File: src/hdl/ctf_regs.svh
// register map, field positions, reset values and timing counts of the tx framing block
// assumes a 50 MHz system clock; included by the top module and the bench
`ifndef CTF_REGS_SVH
`define CTF_REGS_SVH
`define CTF_ADDR_PULSE_WIDTH   8'h2F
`define CTF_ADDR_BURST_LEN     8'h30
`define CTF_ADDR_WAIT_CTRL     8'h31
`define CTF_ADDR_WAIT_LOW      8'h32
`define CTF_ADDR_FRAME_CTRL    8'h33
`define CTF_ADDR_TX_CTRL       8'h40
`define CTF_ADDR_TX_DATA       8'h41
`define CTF_ADDR_STATUS        8'h42
`define CTF_ADDR_RX_DATA       8'h43
`define CTF_ADDR_RX_STATUS     8'h44
`define CTF_RST_WAIT_CTRL      8'hC0
`define CTF_RST_ZERO           8'h00
`define CTF_WC_ORIGIN_BIT      7
`define CTF_WC_UNIT_BIT        6
`define CTF_FC_TXPAR_BIT       7
`define CTF_FC_RXPAR_BIT       6
`define CTF_CARRIER_HZ         13560000
`define CTF_CLK_HZ             50000000
`define CTF_CARRIER_DIV        4
`define CTF_UNIT_CARRIERS      16
`define CTF_DEF_HALF_BIT       64
`endif

File: src/hdl/ctf_pkg.sv
// types shared by the tx framing block
// assumes nothing beyond the register header
package ctf_pkg;
  // transmit sequencer states
  typedef enum logic [2:0] {
    CTF_IDLE  = 3'b000,
    CTF_WAIT  = 3'b001,
    CTF_BURST = 3'b010,
    CTF_LEAD  = 3'b011,
    CTF_DATA  = 3'b100,
    CTF_PAR   = 3'b101,
    CTF_TRAIL = 3'b110,
    CTF_GUARD = 3'b111
  } ctf_state_t;
  // modulation scheme selection
  typedef enum logic [1:0] {
    CTF_MOD_MILLER_A = 2'b00,
    CTF_MOD_TYPE_B   = 2'b01,
    CTF_MOD_OTHER    = 2'b10
  } ctf_mod_t;
endpackage

File: src/hdl/ctf_top.sv
// contactless tx framing and timing block with a classic wishbone register slave
// assumes a 50 MHz clk_i, a carrier tick from the analog front end, and rx events
// from the receiver; one byte per write to the tx data register, bits sent lsb first
// Behaviour
// - pulse lasts programmed width plus one carriers
// - pulse truncated at end of its bit
// - width used only under type A Miller
// - same width for start and stop symbols
// - burst emitted with programmed length and level
// - burst codes map to 8..256 bits
// - wait origin: end of tx or rx
// - wait unit: 16 carriers or half bit
// - eleven bit wait count from two registers
// - wait is minimum gap before transmit
// - trailer guard code selects stop and egt
// - stop and egt only in type B
// - tx parity appended after each byte
// - rx parity checked, not passed on
// - trailer symbol code selects stop symbol
// - leader symbol code selects start symbol
// - wait control resets to C0
`timescale 1ns/1ns
`include "ctf_regs.svh"
module ctf_top
  import ctf_pkg::*;
(
  input  wire logic       clk_i,
  input  wire logic       sys_rst_i,
  input  wire logic       wb_cyc_i,
  input  wire logic       wb_stb_i,
  input  wire logic       wb_we_i,
  input  wire logic [7:0] wb_adr_i,
  input  wire logic [3:0] wb_sel_i,
  input  wire logic [31:0] wb_dat_i,
  output logic [31:0]     wb_dat_o,
  output logic            wb_ack_o,
  input  wire logic       carrier_tick_i,
  input  wire logic [1:0] mod_scheme_i,
  input  wire logic       pulse_position_type_i,
  input  wire logic [7:0] half_bit_carriers_i,
  input  wire logic       rx_end_i,
  input  wire logic       rx_bit_valid_i,
  input  wire logic       rx_bit_i,
  output logic            tx_mod_o,
  output logic            tx_active_o
);

  // register file
  logic [7:0]  pulse_width_reg;   // pulse_carrier_count
  logic [7:0]  burst_len_reg;     // zero/one preamble lengths
  logic [7:0]  wait_ctrl_reg;     // origin, unit, high count, trailer guard
  logic [7:0]  wait_low_reg;      // guard_count_low
  logic [7:0]  frame_ctrl_reg;    // parity and symbol selects
  logic [2:0]  tx_ctrl_reg;       // preamble_level_ctrl, burst enable, burst symbol
  logic [7:0]  tx_data_reg;       // byte queued for sending
  logic        tx_pend_reg;       // byte waiting
  logic [7:0]  rx_data_reg;       // received byte, parity stripped
  logic        rx_perr_reg;       // sticky parity error
  logic        rx_full_reg;       // byte ready
  logic [31:0] dat_reg;
  logic        ack_reg;

  // sequencer and timing
  ctf_state_t  state_reg;
  logic [10:0] wait_cnt_reg;      // elapsed wait units
  logic [7:0]  unit_cnt_reg;      // carriers inside one unit
  logic [7:0]  car_cnt_reg;       // carriers inside current bit
  logic [8:0]  bit_cnt_reg;       // bits of current phase
  logic        mod_reg;
  logic        act_reg;
  logic [3:0]  rx_cnt_reg;
  logic [7:0]  rx_sh_reg;
  logic        rx_par_reg;

  // field views
  wire         origin_rx    = wait_ctrl_reg[`CTF_WC_ORIGIN_BIT];
  wire         unit_bit     = wait_ctrl_reg[`CTF_WC_UNIT_BIT];
  wire  [10:0] guard_count  = {wait_ctrl_reg[5:3], wait_low_reg};
  wire  [2:0]  b_trailer_guard_len = wait_ctrl_reg[2:0];
  wire         send_parity_on    = frame_ctrl_reg[`CTF_FC_TXPAR_BIT];
  wire         recv_parity_check = frame_ctrl_reg[`CTF_FC_RXPAR_BIT];
  wire  [1:0]  trailer_symbol_select = frame_ctrl_reg[3:2];
  wire  [1:0]  leader_symbol_select  = frame_ctrl_reg[1:0];
  wire         is_miller = (mod_scheme_i == CTF_MOD_MILLER_A);
  wire         is_type_b = (mod_scheme_i == CTF_MOD_TYPE_B);

  // wait unit length in carriers: 16 carriers or half a bit
  wire  [7:0]  unit_len = unit_bit ? half_bit_carriers_i : 8'h10;
  wire  [7:0]  bit_len  = {half_bit_carriers_i[6:0], 1'b0};
  wire         unit_end = carrier_tick_i && (unit_cnt_reg >= unit_len - 8'h01);
  wire         bit_end  = carrier_tick_i && (car_cnt_reg >= bit_len - 8'h01);
  wire         wait_done = (wait_cnt_reg >= guard_count);

  // burst length decode, codes 0..7 to 8..256 bits
  function automatic [8:0] burst_bits(input [2:0] code);
    case (code)
      3'h0: burst_bits = 9'd8;
      3'h1: burst_bits = 9'd16;
      3'h2: burst_bits = 9'd32;
      3'h3: burst_bits = 9'd48;
      3'h4: burst_bits = 9'd64;
      3'h5: burst_bits = 9'd96;
      3'h6: burst_bits = 9'd128;
      default: burst_bits = 9'd256;
    endcase
  endfunction
  wire  [8:0]  burst_target = tx_ctrl_reg[0] ? burst_bits(burst_len_reg[6:4])
                                             : burst_bits(burst_len_reg[2:0]);
  // trailer guard in bits: stop bit plus egt units, type B only
  wire  [8:0]  guard_bits = is_type_b ? {6'h00, b_trailer_guard_len} : 9'h000;

  // serial data bit and odd parity of queued byte
  wire         data_bit   = tx_data_reg[bit_cnt_reg[2:0]];
  wire         odd_par    = ~^tx_data_reg;
  // symbol code for leader and trailer: code0 no symbol, codes 1 and 3 modulate, code2 unmodulated
  wire  [1:0]  sym_code   = (state_reg == CTF_LEAD) ? leader_symbol_select
                                                    : trailer_symbol_select;
  // modulating level of current bit before pulse shaping
  wire         bit_level  = (state_reg == CTF_DATA) ? ~data_bit :
                            (state_reg == CTF_PAR)  ? ~odd_par  :
                            (state_reg == CTF_LEAD || state_reg == CTF_TRAIL) ?
                              (sym_code != 2'h2) : 1'b0;
  // pulse window: start at bit start or mid bit, end after width+1 carriers or bit end
  wire  [7:0]  pulse_start = pulse_position_type_i ? half_bit_carriers_i : 8'h00;
  wire  [8:0]  pulse_stop  = {1'b0, pulse_start} + {1'b0, pulse_width_reg} + 9'h001;
  wire         in_pulse    = (car_cnt_reg >= pulse_start) &&
                             ({1'b0, car_cnt_reg} < pulse_stop) &&
                             (car_cnt_reg < bit_len);
  wire         shaped      = is_miller ? (bit_level && in_pulse) : bit_level;
  wire         mod_next    = (state_reg == CTF_BURST) ? tx_ctrl_reg[2] :
                             (state_reg == CTF_GUARD) ? 1'b0 :
                             (state_reg == CTF_IDLE || state_reg == CTF_WAIT) ? 1'b0 :
                             shaped;

  // next sequencer state; past the wait it changes only at bit boundaries
  ctf_state_t  state_next;
  always_comb begin
    state_next = state_reg;
    case (state_reg)
      CTF_IDLE:  if (tx_pend_reg) state_next = CTF_WAIT;
      CTF_WAIT:  if (wait_done && carrier_tick_i) begin
                   if (tx_ctrl_reg[1]) state_next = CTF_BURST;
                   else if (leader_symbol_select != 2'h0) state_next = CTF_LEAD;
                   else state_next = CTF_DATA;
                 end
      CTF_BURST: if (bit_end && bit_cnt_reg == burst_target - 9'h001) begin
                   state_next = (leader_symbol_select != 2'h0) ? CTF_LEAD : CTF_DATA;
                 end
      CTF_LEAD:  if (bit_end) state_next = CTF_DATA;
      CTF_DATA:  if (bit_end && bit_cnt_reg == 9'h007) begin
                   if (send_parity_on) state_next = CTF_PAR;
                   else if (trailer_symbol_select != 2'h0) state_next = CTF_TRAIL;
                   else if (guard_bits != 9'h000) state_next = CTF_GUARD;
                   else state_next = CTF_IDLE;
                 end
      CTF_PAR:   if (bit_end) begin
                   if (trailer_symbol_select != 2'h0) state_next = CTF_TRAIL;
                   else if (guard_bits != 9'h000) state_next = CTF_GUARD;
                   else state_next = CTF_IDLE;
                 end
      CTF_TRAIL: if (bit_end) state_next = (guard_bits != 9'h000) ? CTF_GUARD : CTF_IDLE;
      CTF_GUARD: if (bit_end && bit_cnt_reg == guard_bits - 9'h001) state_next = CTF_IDLE;
      default:   state_next = CTF_IDLE;
    endcase
  end
  wire         phase_change = (state_next != state_reg);
  wire         tx_end       = phase_change && (state_next == CTF_IDLE);
  // leave the wait only on a carrier tick, else the first carrier of a pulse runs short
  wire         tx_start     = (state_reg == CTF_WAIT) && wait_done && carrier_tick_i;

  // wishbone decode
  wire         wb_req   = wb_cyc_i && wb_stb_i && !ack_reg;
  wire         wr_lane  = wb_req && wb_we_i && wb_sel_i[0];
  wire         wr_pw    = wr_lane && (wb_adr_i == `CTF_ADDR_PULSE_WIDTH);
  wire         wr_bl    = wr_lane && (wb_adr_i == `CTF_ADDR_BURST_LEN);
  wire         wr_wc    = wr_lane && (wb_adr_i == `CTF_ADDR_WAIT_CTRL);
  wire         wr_wl    = wr_lane && (wb_adr_i == `CTF_ADDR_WAIT_LOW);
  wire         wr_fc    = wr_lane && (wb_adr_i == `CTF_ADDR_FRAME_CTRL);
  wire         wr_tc    = wr_lane && (wb_adr_i == `CTF_ADDR_TX_CTRL);
  wire         wr_td    = wr_lane && (wb_adr_i == `CTF_ADDR_TX_DATA) && !tx_pend_reg;
  wire         rd_rx    = wb_req && !wb_we_i && (wb_adr_i == `CTF_ADDR_RX_DATA);
  wire         wr_rs    = wr_lane && (wb_adr_i == `CTF_ADDR_RX_STATUS);
  // read mux, unmapped reads as zero
  wire  [7:0]  rd_byte  =
    (wb_adr_i == `CTF_ADDR_PULSE_WIDTH) ? pulse_width_reg :
    (wb_adr_i == `CTF_ADDR_BURST_LEN)   ? {1'b0, burst_len_reg[6:4], 1'b0, burst_len_reg[2:0]} :
    (wb_adr_i == `CTF_ADDR_WAIT_CTRL)   ? wait_ctrl_reg :
    (wb_adr_i == `CTF_ADDR_WAIT_LOW)    ? wait_low_reg :
    (wb_adr_i == `CTF_ADDR_FRAME_CTRL)  ? {frame_ctrl_reg[7:6], 2'b00, frame_ctrl_reg[3:0]} :
    (wb_adr_i == `CTF_ADDR_TX_CTRL)     ? {5'h00, tx_ctrl_reg} :
    (wb_adr_i == `CTF_ADDR_TX_DATA)     ? tx_data_reg :
    (wb_adr_i == `CTF_ADDR_STATUS)      ? {1'b0, state_reg, 2'b00, act_reg, tx_pend_reg} :
    (wb_adr_i == `CTF_ADDR_RX_DATA)     ? rx_data_reg :
    (wb_adr_i == `CTF_ADDR_RX_STATUS)   ? {6'h00, rx_perr_reg, rx_full_reg} :
    8'h00;

  // bus slave: one wait state then ack
  always_ff @(posedge clk_i or posedge sys_rst_i) begin
    if (sys_rst_i) begin
      ack_reg <= 1'b0;
      dat_reg <= 32'h00000000;
    end else begin
      ack_reg <= wb_req;
      dat_reg <= {24'h000000, rd_byte};
    end
  end

  // configuration registers
  always_ff @(posedge clk_i or posedge sys_rst_i) begin
    if (sys_rst_i) begin
      pulse_width_reg <= `CTF_RST_ZERO;
      burst_len_reg   <= `CTF_RST_ZERO;
      wait_ctrl_reg   <= `CTF_RST_WAIT_CTRL;
      wait_low_reg    <= `CTF_RST_ZERO;
      frame_ctrl_reg  <= `CTF_RST_ZERO;
      tx_ctrl_reg     <= 3'h0;
    end else begin
      if (wr_pw) pulse_width_reg <= wb_dat_i[7:0];
      if (wr_bl) burst_len_reg   <= wb_dat_i[7:0] & 8'h77;
      if (wr_wc) wait_ctrl_reg   <= wb_dat_i[7:0];
      if (wr_wl) wait_low_reg    <= wb_dat_i[7:0];
      if (wr_fc) frame_ctrl_reg  <= wb_dat_i[7:0] & 8'hCF;
      if (wr_tc) tx_ctrl_reg     <= wb_dat_i[2:0];
    end
  end

  // tx byte hand-off; a write while pending is dropped
  always_ff @(posedge clk_i or posedge sys_rst_i) begin
    if (sys_rst_i) begin
      tx_data_reg <= 8'h00;
      tx_pend_reg <= 1'b0;
    end else begin
      if (wr_td) tx_data_reg <= wb_dat_i[7:0];
      if (wr_td) tx_pend_reg <= 1'b1;
      else if (tx_end) tx_pend_reg <= 1'b0;
    end
  end

  // wait counter restarts at the selected origin event
  wire         origin_evt = origin_rx ? rx_end_i : tx_end;
  always_ff @(posedge clk_i or posedge sys_rst_i) begin
    if (sys_rst_i) begin
      wait_cnt_reg <= 11'h7FF;
      unit_cnt_reg <= 8'h00;
    end else if (origin_evt) begin
      wait_cnt_reg <= 11'h000;
      unit_cnt_reg <= 8'h00;
    end else if (unit_end) begin
      unit_cnt_reg <= 8'h00;
      if (wait_cnt_reg != 11'h7FF) wait_cnt_reg <= wait_cnt_reg + 11'h001;
    end else if (carrier_tick_i) begin
      unit_cnt_reg <= unit_cnt_reg + 8'h01;
    end
  end

  // bit timing and sequencer
  always_ff @(posedge clk_i or posedge sys_rst_i) begin
    if (sys_rst_i) begin
      state_reg   <= CTF_IDLE;
      car_cnt_reg <= 8'h00;
      bit_cnt_reg <= 9'h000;
      mod_reg     <= 1'b0;
      act_reg     <= 1'b0;
    end else begin
      state_reg <= state_next;
      mod_reg   <= mod_next;
      act_reg   <= (state_reg != CTF_IDLE) && (state_reg != CTF_WAIT);
      if (tx_start || phase_change) begin
        car_cnt_reg <= 8'h00;
        bit_cnt_reg <= 9'h000;
      end else if (bit_end) begin
        car_cnt_reg <= 8'h00;
        bit_cnt_reg <= bit_cnt_reg + 9'h001;
      end else if (carrier_tick_i) begin
        car_cnt_reg <= car_cnt_reg + 8'h01;
      end
    end
  end

  // receive parity strip and check: ninth bit is parity when enabled
  always_ff @(posedge clk_i or posedge sys_rst_i) begin
    if (sys_rst_i) begin
      rx_cnt_reg  <= 4'h0;
      rx_sh_reg   <= 8'h00;
      rx_par_reg  <= 1'b0;
      rx_data_reg <= 8'h00;
      rx_full_reg <= 1'b0;
      rx_perr_reg <= 1'b0;
    end else begin
      if (rd_rx) rx_full_reg <= 1'b0;
      if (wr_rs && wb_dat_i[1]) rx_perr_reg <= 1'b0;
      if (rx_end_i) rx_cnt_reg <= 4'h0;
      else if (rx_bit_valid_i) begin
        if (rx_cnt_reg < 4'h8) begin
          rx_sh_reg  <= {rx_bit_i, rx_sh_reg[7:1]};
          rx_par_reg <= rx_par_reg ^ rx_bit_i;
          rx_cnt_reg <= rx_cnt_reg + 4'h1;
          if (rx_cnt_reg == 4'h7 && !recv_parity_check) begin
            rx_data_reg <= {rx_bit_i, rx_sh_reg[7:1]};
            rx_full_reg <= 1'b1;
            rx_cnt_reg  <= 4'h0;
            rx_par_reg  <= 1'b0;
          end
        end else begin
          rx_data_reg <= rx_sh_reg;
          rx_full_reg <= 1'b1;
          if (!(rx_par_reg ^ rx_bit_i)) rx_perr_reg <= 1'b1;
          rx_cnt_reg  <= 4'h0;
          rx_par_reg  <= 1'b0;
        end
      end
    end
  end

  assign wb_ack_o    = ack_reg;
  assign wb_dat_o    = dat_reg;
  assign tx_mod_o    = mod_reg;
  assign tx_active_o = act_reg;

endmodule // ctf_top

File: config.mk
export PLATFORM = sky130hd
export DESIGN_NAME = ctf_top
export DESIGN_NICKNAME = d
export VERILOG_FILES = /design/src/hdl/ctf_pkg.sv /design/src/hdl/ctf_top.sv
export VERILOG_INCLUDE_DIRS = /design/src /design/src/hdl
export SDC_FILE = /design/constraint.sdc
export NUM_CORES = 1
export LEC_CHECK = 0
export BUFFER_PORTS_ARGS = -buffer_cell sky130_fd_sc_hd__buf_4
export CAP_MARGIN = 20
export CORE_MARGIN = 2
export CORE_UTILIZATION = 35
export DETAILED_ROUTE_END_ITERATION = 8
export PLACE_DENSITY = 0.53
export SETUP_SLACK_MARGIN = 0.02
export SLEW_MARGIN = 20
export SYNTH_ARGS = -nofsm -noshare
export SYNTH_HDL_FRONTEND = slang
export SYNTH_SLANG_ARGS = --single-unit
File: constraint.sdc
create_clock -name clk_i -period 5 [get_ports clk_i]
set_input_delay 0.75 -clock clk_i [delete_from_list [all_inputs] [get_ports clk_i]]
set_output_delay 0.75 -clock clk_i [all_outputs]
set_load 0.03 [all_outputs]
==> flow_summary.ini <==
[status]
status = completed

[logic_synthesis]
synth_simple_gate_area_share_pct = 18.3
synth-edff-count = 0
synthCells = 885
ys_seq_area_share_pct = 36.0
synth-adder-area-share_pct = 9.99
async_flop_share_pct = 100
avgSynthCellArea_sq_um = 9.56
synthMuxAreaShare_pct = 8.43
yosys.cell_types.count = 78
synthesis.area_sq_um = 8460
synth-compound-area-share_pct = 15.7
synth-seq-cells = 121
synth_flop_cell = dfrtp_1
yosys_warnings = 0
synth_top_family_by_area = simple AND/OR/NAND/NOR gates
synth-xor-area-share_pct = 5.59

[min_path]
hold_class = input port to async pin

[final_layout]
antennaDiodeCount = 0
syn_to_final_growth_pct = 14.4
largest_reg_flops = 11
fin_area_sq_um = 9680
fin_util_pct = 41.0
nFillCells = 2375
fin_nets = 1061
drive_above_1_share_pct = 19.9

[setup_path]
arrival_ns = 4.28
cp_cell_sequence = buf_4 > nor4_1 > nand2_1 > xnor2_1 > ha_1 > o21a_1 > o21ai_0 > buf_4 > a211oi_1 > o2111ai_1 > a2111oi_4 > o211ai_2 > o2111ai_4 > nor3_1
cp-end-kind = register
crit_slowest_cell = o2111ai_4
crit_type = input port to register
cp_max_fo = 17
cpPeakStageDelay_ns = 0.58
crit_top_cell = buf_4
cp-start-kind = input port
worst_ep_required_time_ns = 5.27
regToRegStartpoint = pulse_width_reg[1]$_DFFE_PP0P_
critPathLaunch = half_bit_carriers_i[2]

[timing]
finalSetupViolCount = 0
finClkSkew_ns = 0.0130
tns_ns = 0
tightest_slew_ns = 0.903
period_share_pct = 80.1
finalWorstPathRequiredPeriod_ns = 4.01
slew_headroom_pct = 38.2
max_freq_ghz = 0.250
drv_slew = 0
rsz0062_at_grt = no
finalHoldViolations = 0

[floorplan]
initial_core_util_pct = 35.8
dieArea_sq_um = 25400
coreArea_sq_um = 23600
die_y_um = 160
die_x_um = 160
io_pins = 99
std_cell_rows = 56

[clock_tree]
cts_tree = done
cts_buffer_depth = 2
cts_root_buf = clkbuf_16
cts_buffers = 17
clock-sinks = 121
cts_setup_buffers = 0
clk_latency_ns = 0.43
h-tree-depth = 4
cts_hold_buffers = 0
clk_pin_slew_ns = 0.07
cts_resized = 0

[pwr]
netSwitchingFraction_pct = 32.5
leakagePower_nw = 4.41
power.density_nw_per_um2 = 307
p_sw_mw = 0.963
combPwrFrac_pct = 18.4
finalPower_mw = 2.97
ir_worst_vdd_mv = 0.192
p_int_mw = 2.00
pwr-share-seq_pct = 39.1
pwr-share-clk_pct = 42.5

[global_routing]
antenna_found_initial = 0
grt_overflow_total = 0
grt_pass1_vias = 6450
grt_max_degree = 70
grtUsageTotal_pct = 17.6
grt_pass1_wl_um = 35600

[route]
drc = 0
wl_per_cell_um = 17.5
first_pass_iters = 8
drt-vias-per-instance = 5.29
drtAntennaViolNets = 0
drt-initial-drc-count = 402
num_vias = 6673
routed_wl_um = 22100

[placement]
dpl-instance-area_sq_um = 9080
port_buffers = 47
gp_congestion = 0.829
dp_hpwl_um = 16500

[job]
drv_cap = 0
[per-layer routing]
metal  track usage [%]  share of wire, %  vias to the layer above
met5                 0                 0                        -
met2              28.6                48                      137
met1              24.2                47                     3261
met3              2.74               3.5                       21
met4              5.33               1.4                        0
li1                  -                 -                     3254
[final timing paths]
path                                                  endpoint  slack [ns]  depth (start not counted)
worst max-delay path                car_cnt_reg[6]$_DFFE_PP0P_        0.99                         14
worst min-delay path                  rx_sh_reg[0]$_DFFE_PP0P_        0.22                          2
worst max register to register              tx_mod_o$_DFF_PP0_        1.29                         14
worst min register to register              wb_ack_o$_DFF_PP0_        0.45                          1
max in group asynchronous       pulse_width_reg[1]$_DFFE_PP0P_        3.64                          3
min in group clk_i                          wb_ack_o$_DFF_PP0_        0.45                          1
[metrics by stage]
stage          cells  hold WS (ns)  worst slack, ns
6_report        1262         0.225            0.993
4_1_cts         1262         0.219            0.991
5_1_grt         1262         0.231            0.707
3_5_place_dp    1230         0.444            0.574
3_3_place_gp    1230         0.439            0.588
2_1_floorplan    908         0.450            0.889
[layout make-up]
type                            count  area (sq um)  area share (%)
Multi-Input combinational cell    681          5000            51.7
Inverter                           53           201            2.08
Tap cell                          319           399            4.12
Timing Repair Buffer               56           433            4.47
Sequential cell                   121          3040            31.5
Clock inverter                     15           175            1.81
Clock buffer                       17           425            4.40
[worst max-delay path, delay by kind of cell]
kind	cells	cell delay, ns
xor+xnor	1	0.15
fa+ha+maj	1	0.34
compound gates	7	2.10
simple gates	3	0.62
buf+inv	2	0.30
[cell usage after synthesis, types with 8 or more instances]
master | n | share of area [%]
dfrtp_1 | 108 | 32
nand2_1 | 91 | 4.0
nor3_1 | 14 | 0.83
and3_1 | 13 | 0.96
nor2_1 | 46 | 2.0
o21ai_0 | 61 | 3.6
buf_4 | 25 | 2.2
nor2b_1 | 9 | 0.67
nand2b_1 | 11 | 0.81
o21a_1 | 8 | 0.71
xnor2_1 | 29 | 3.0
inv_1 | 52 | 2.3
nand3_1 | 17 | 1.0
dfstp_2 | 13 | 4.0
nor3_2 | 10 | 1.2
clkbuf_1 | 20 | 0.89
ha_1 | 66 | 9.8
a211oi_1 | 9 | 0.80
a21oi_1 | 38 | 2.2
xor2_1 | 20 | 2.1
mux2_2 | 46 | 6.1
mux2i_1 | 15 | 1.8
nand4_1 | 19 | 1.4
nor4_1 | 8 | 0.59
[cells by family (layout without fill, tap and decap cells)]
logic type | count (synthesis) | after routing
multiplexers | 63 | 63
buffers and inverters | 106 | 141
flip-flops | 121 | 121
other | 1 | 24
AND/OR/NAND/NOR | 289 | 289
adder cells (fa/ha/maj) | 67 | 67
XOR/XNOR | 51 | 51
AO/OA/AOI/OAI | 187 | 187
[placed cells by master (no fill, tap or decap), types with 10 or more instances in the layout]
cell,Yosys,routed
and3_1,13,13
dfstp_2,13,13
nand2_1,91,91
o21ai_0,61,61
nor3_2,10,10
nand2b_1,11,11
nor2_1,46,46
xnor2_1,29,29
mux2_2,46,46
ha_1,66,66
nand4_1,19,19
nand3_1,17,17
buf_4,25,55
dfrtp_1,108,108
inv_1,52,51
a21oi_1,38,38
mux2i_1,15,15
conb_1,1,24
clkbuf_16,0,17
xor2_1,20,20
nor3_1,14,14
[power by group through the flow]
stage	logic, mW	registers [mW]	clock network [mW]
floorplan	0.418	1.14	0
global placement	0.545	1.18	0
global route	0.616	1.18	1.33
detailed placement	0.549	1.18	0
finish	0.545	1.16	1.26
CTS	0.552	1.16	1.28
No activity file was read; power rests on OpenSTA's default activity.
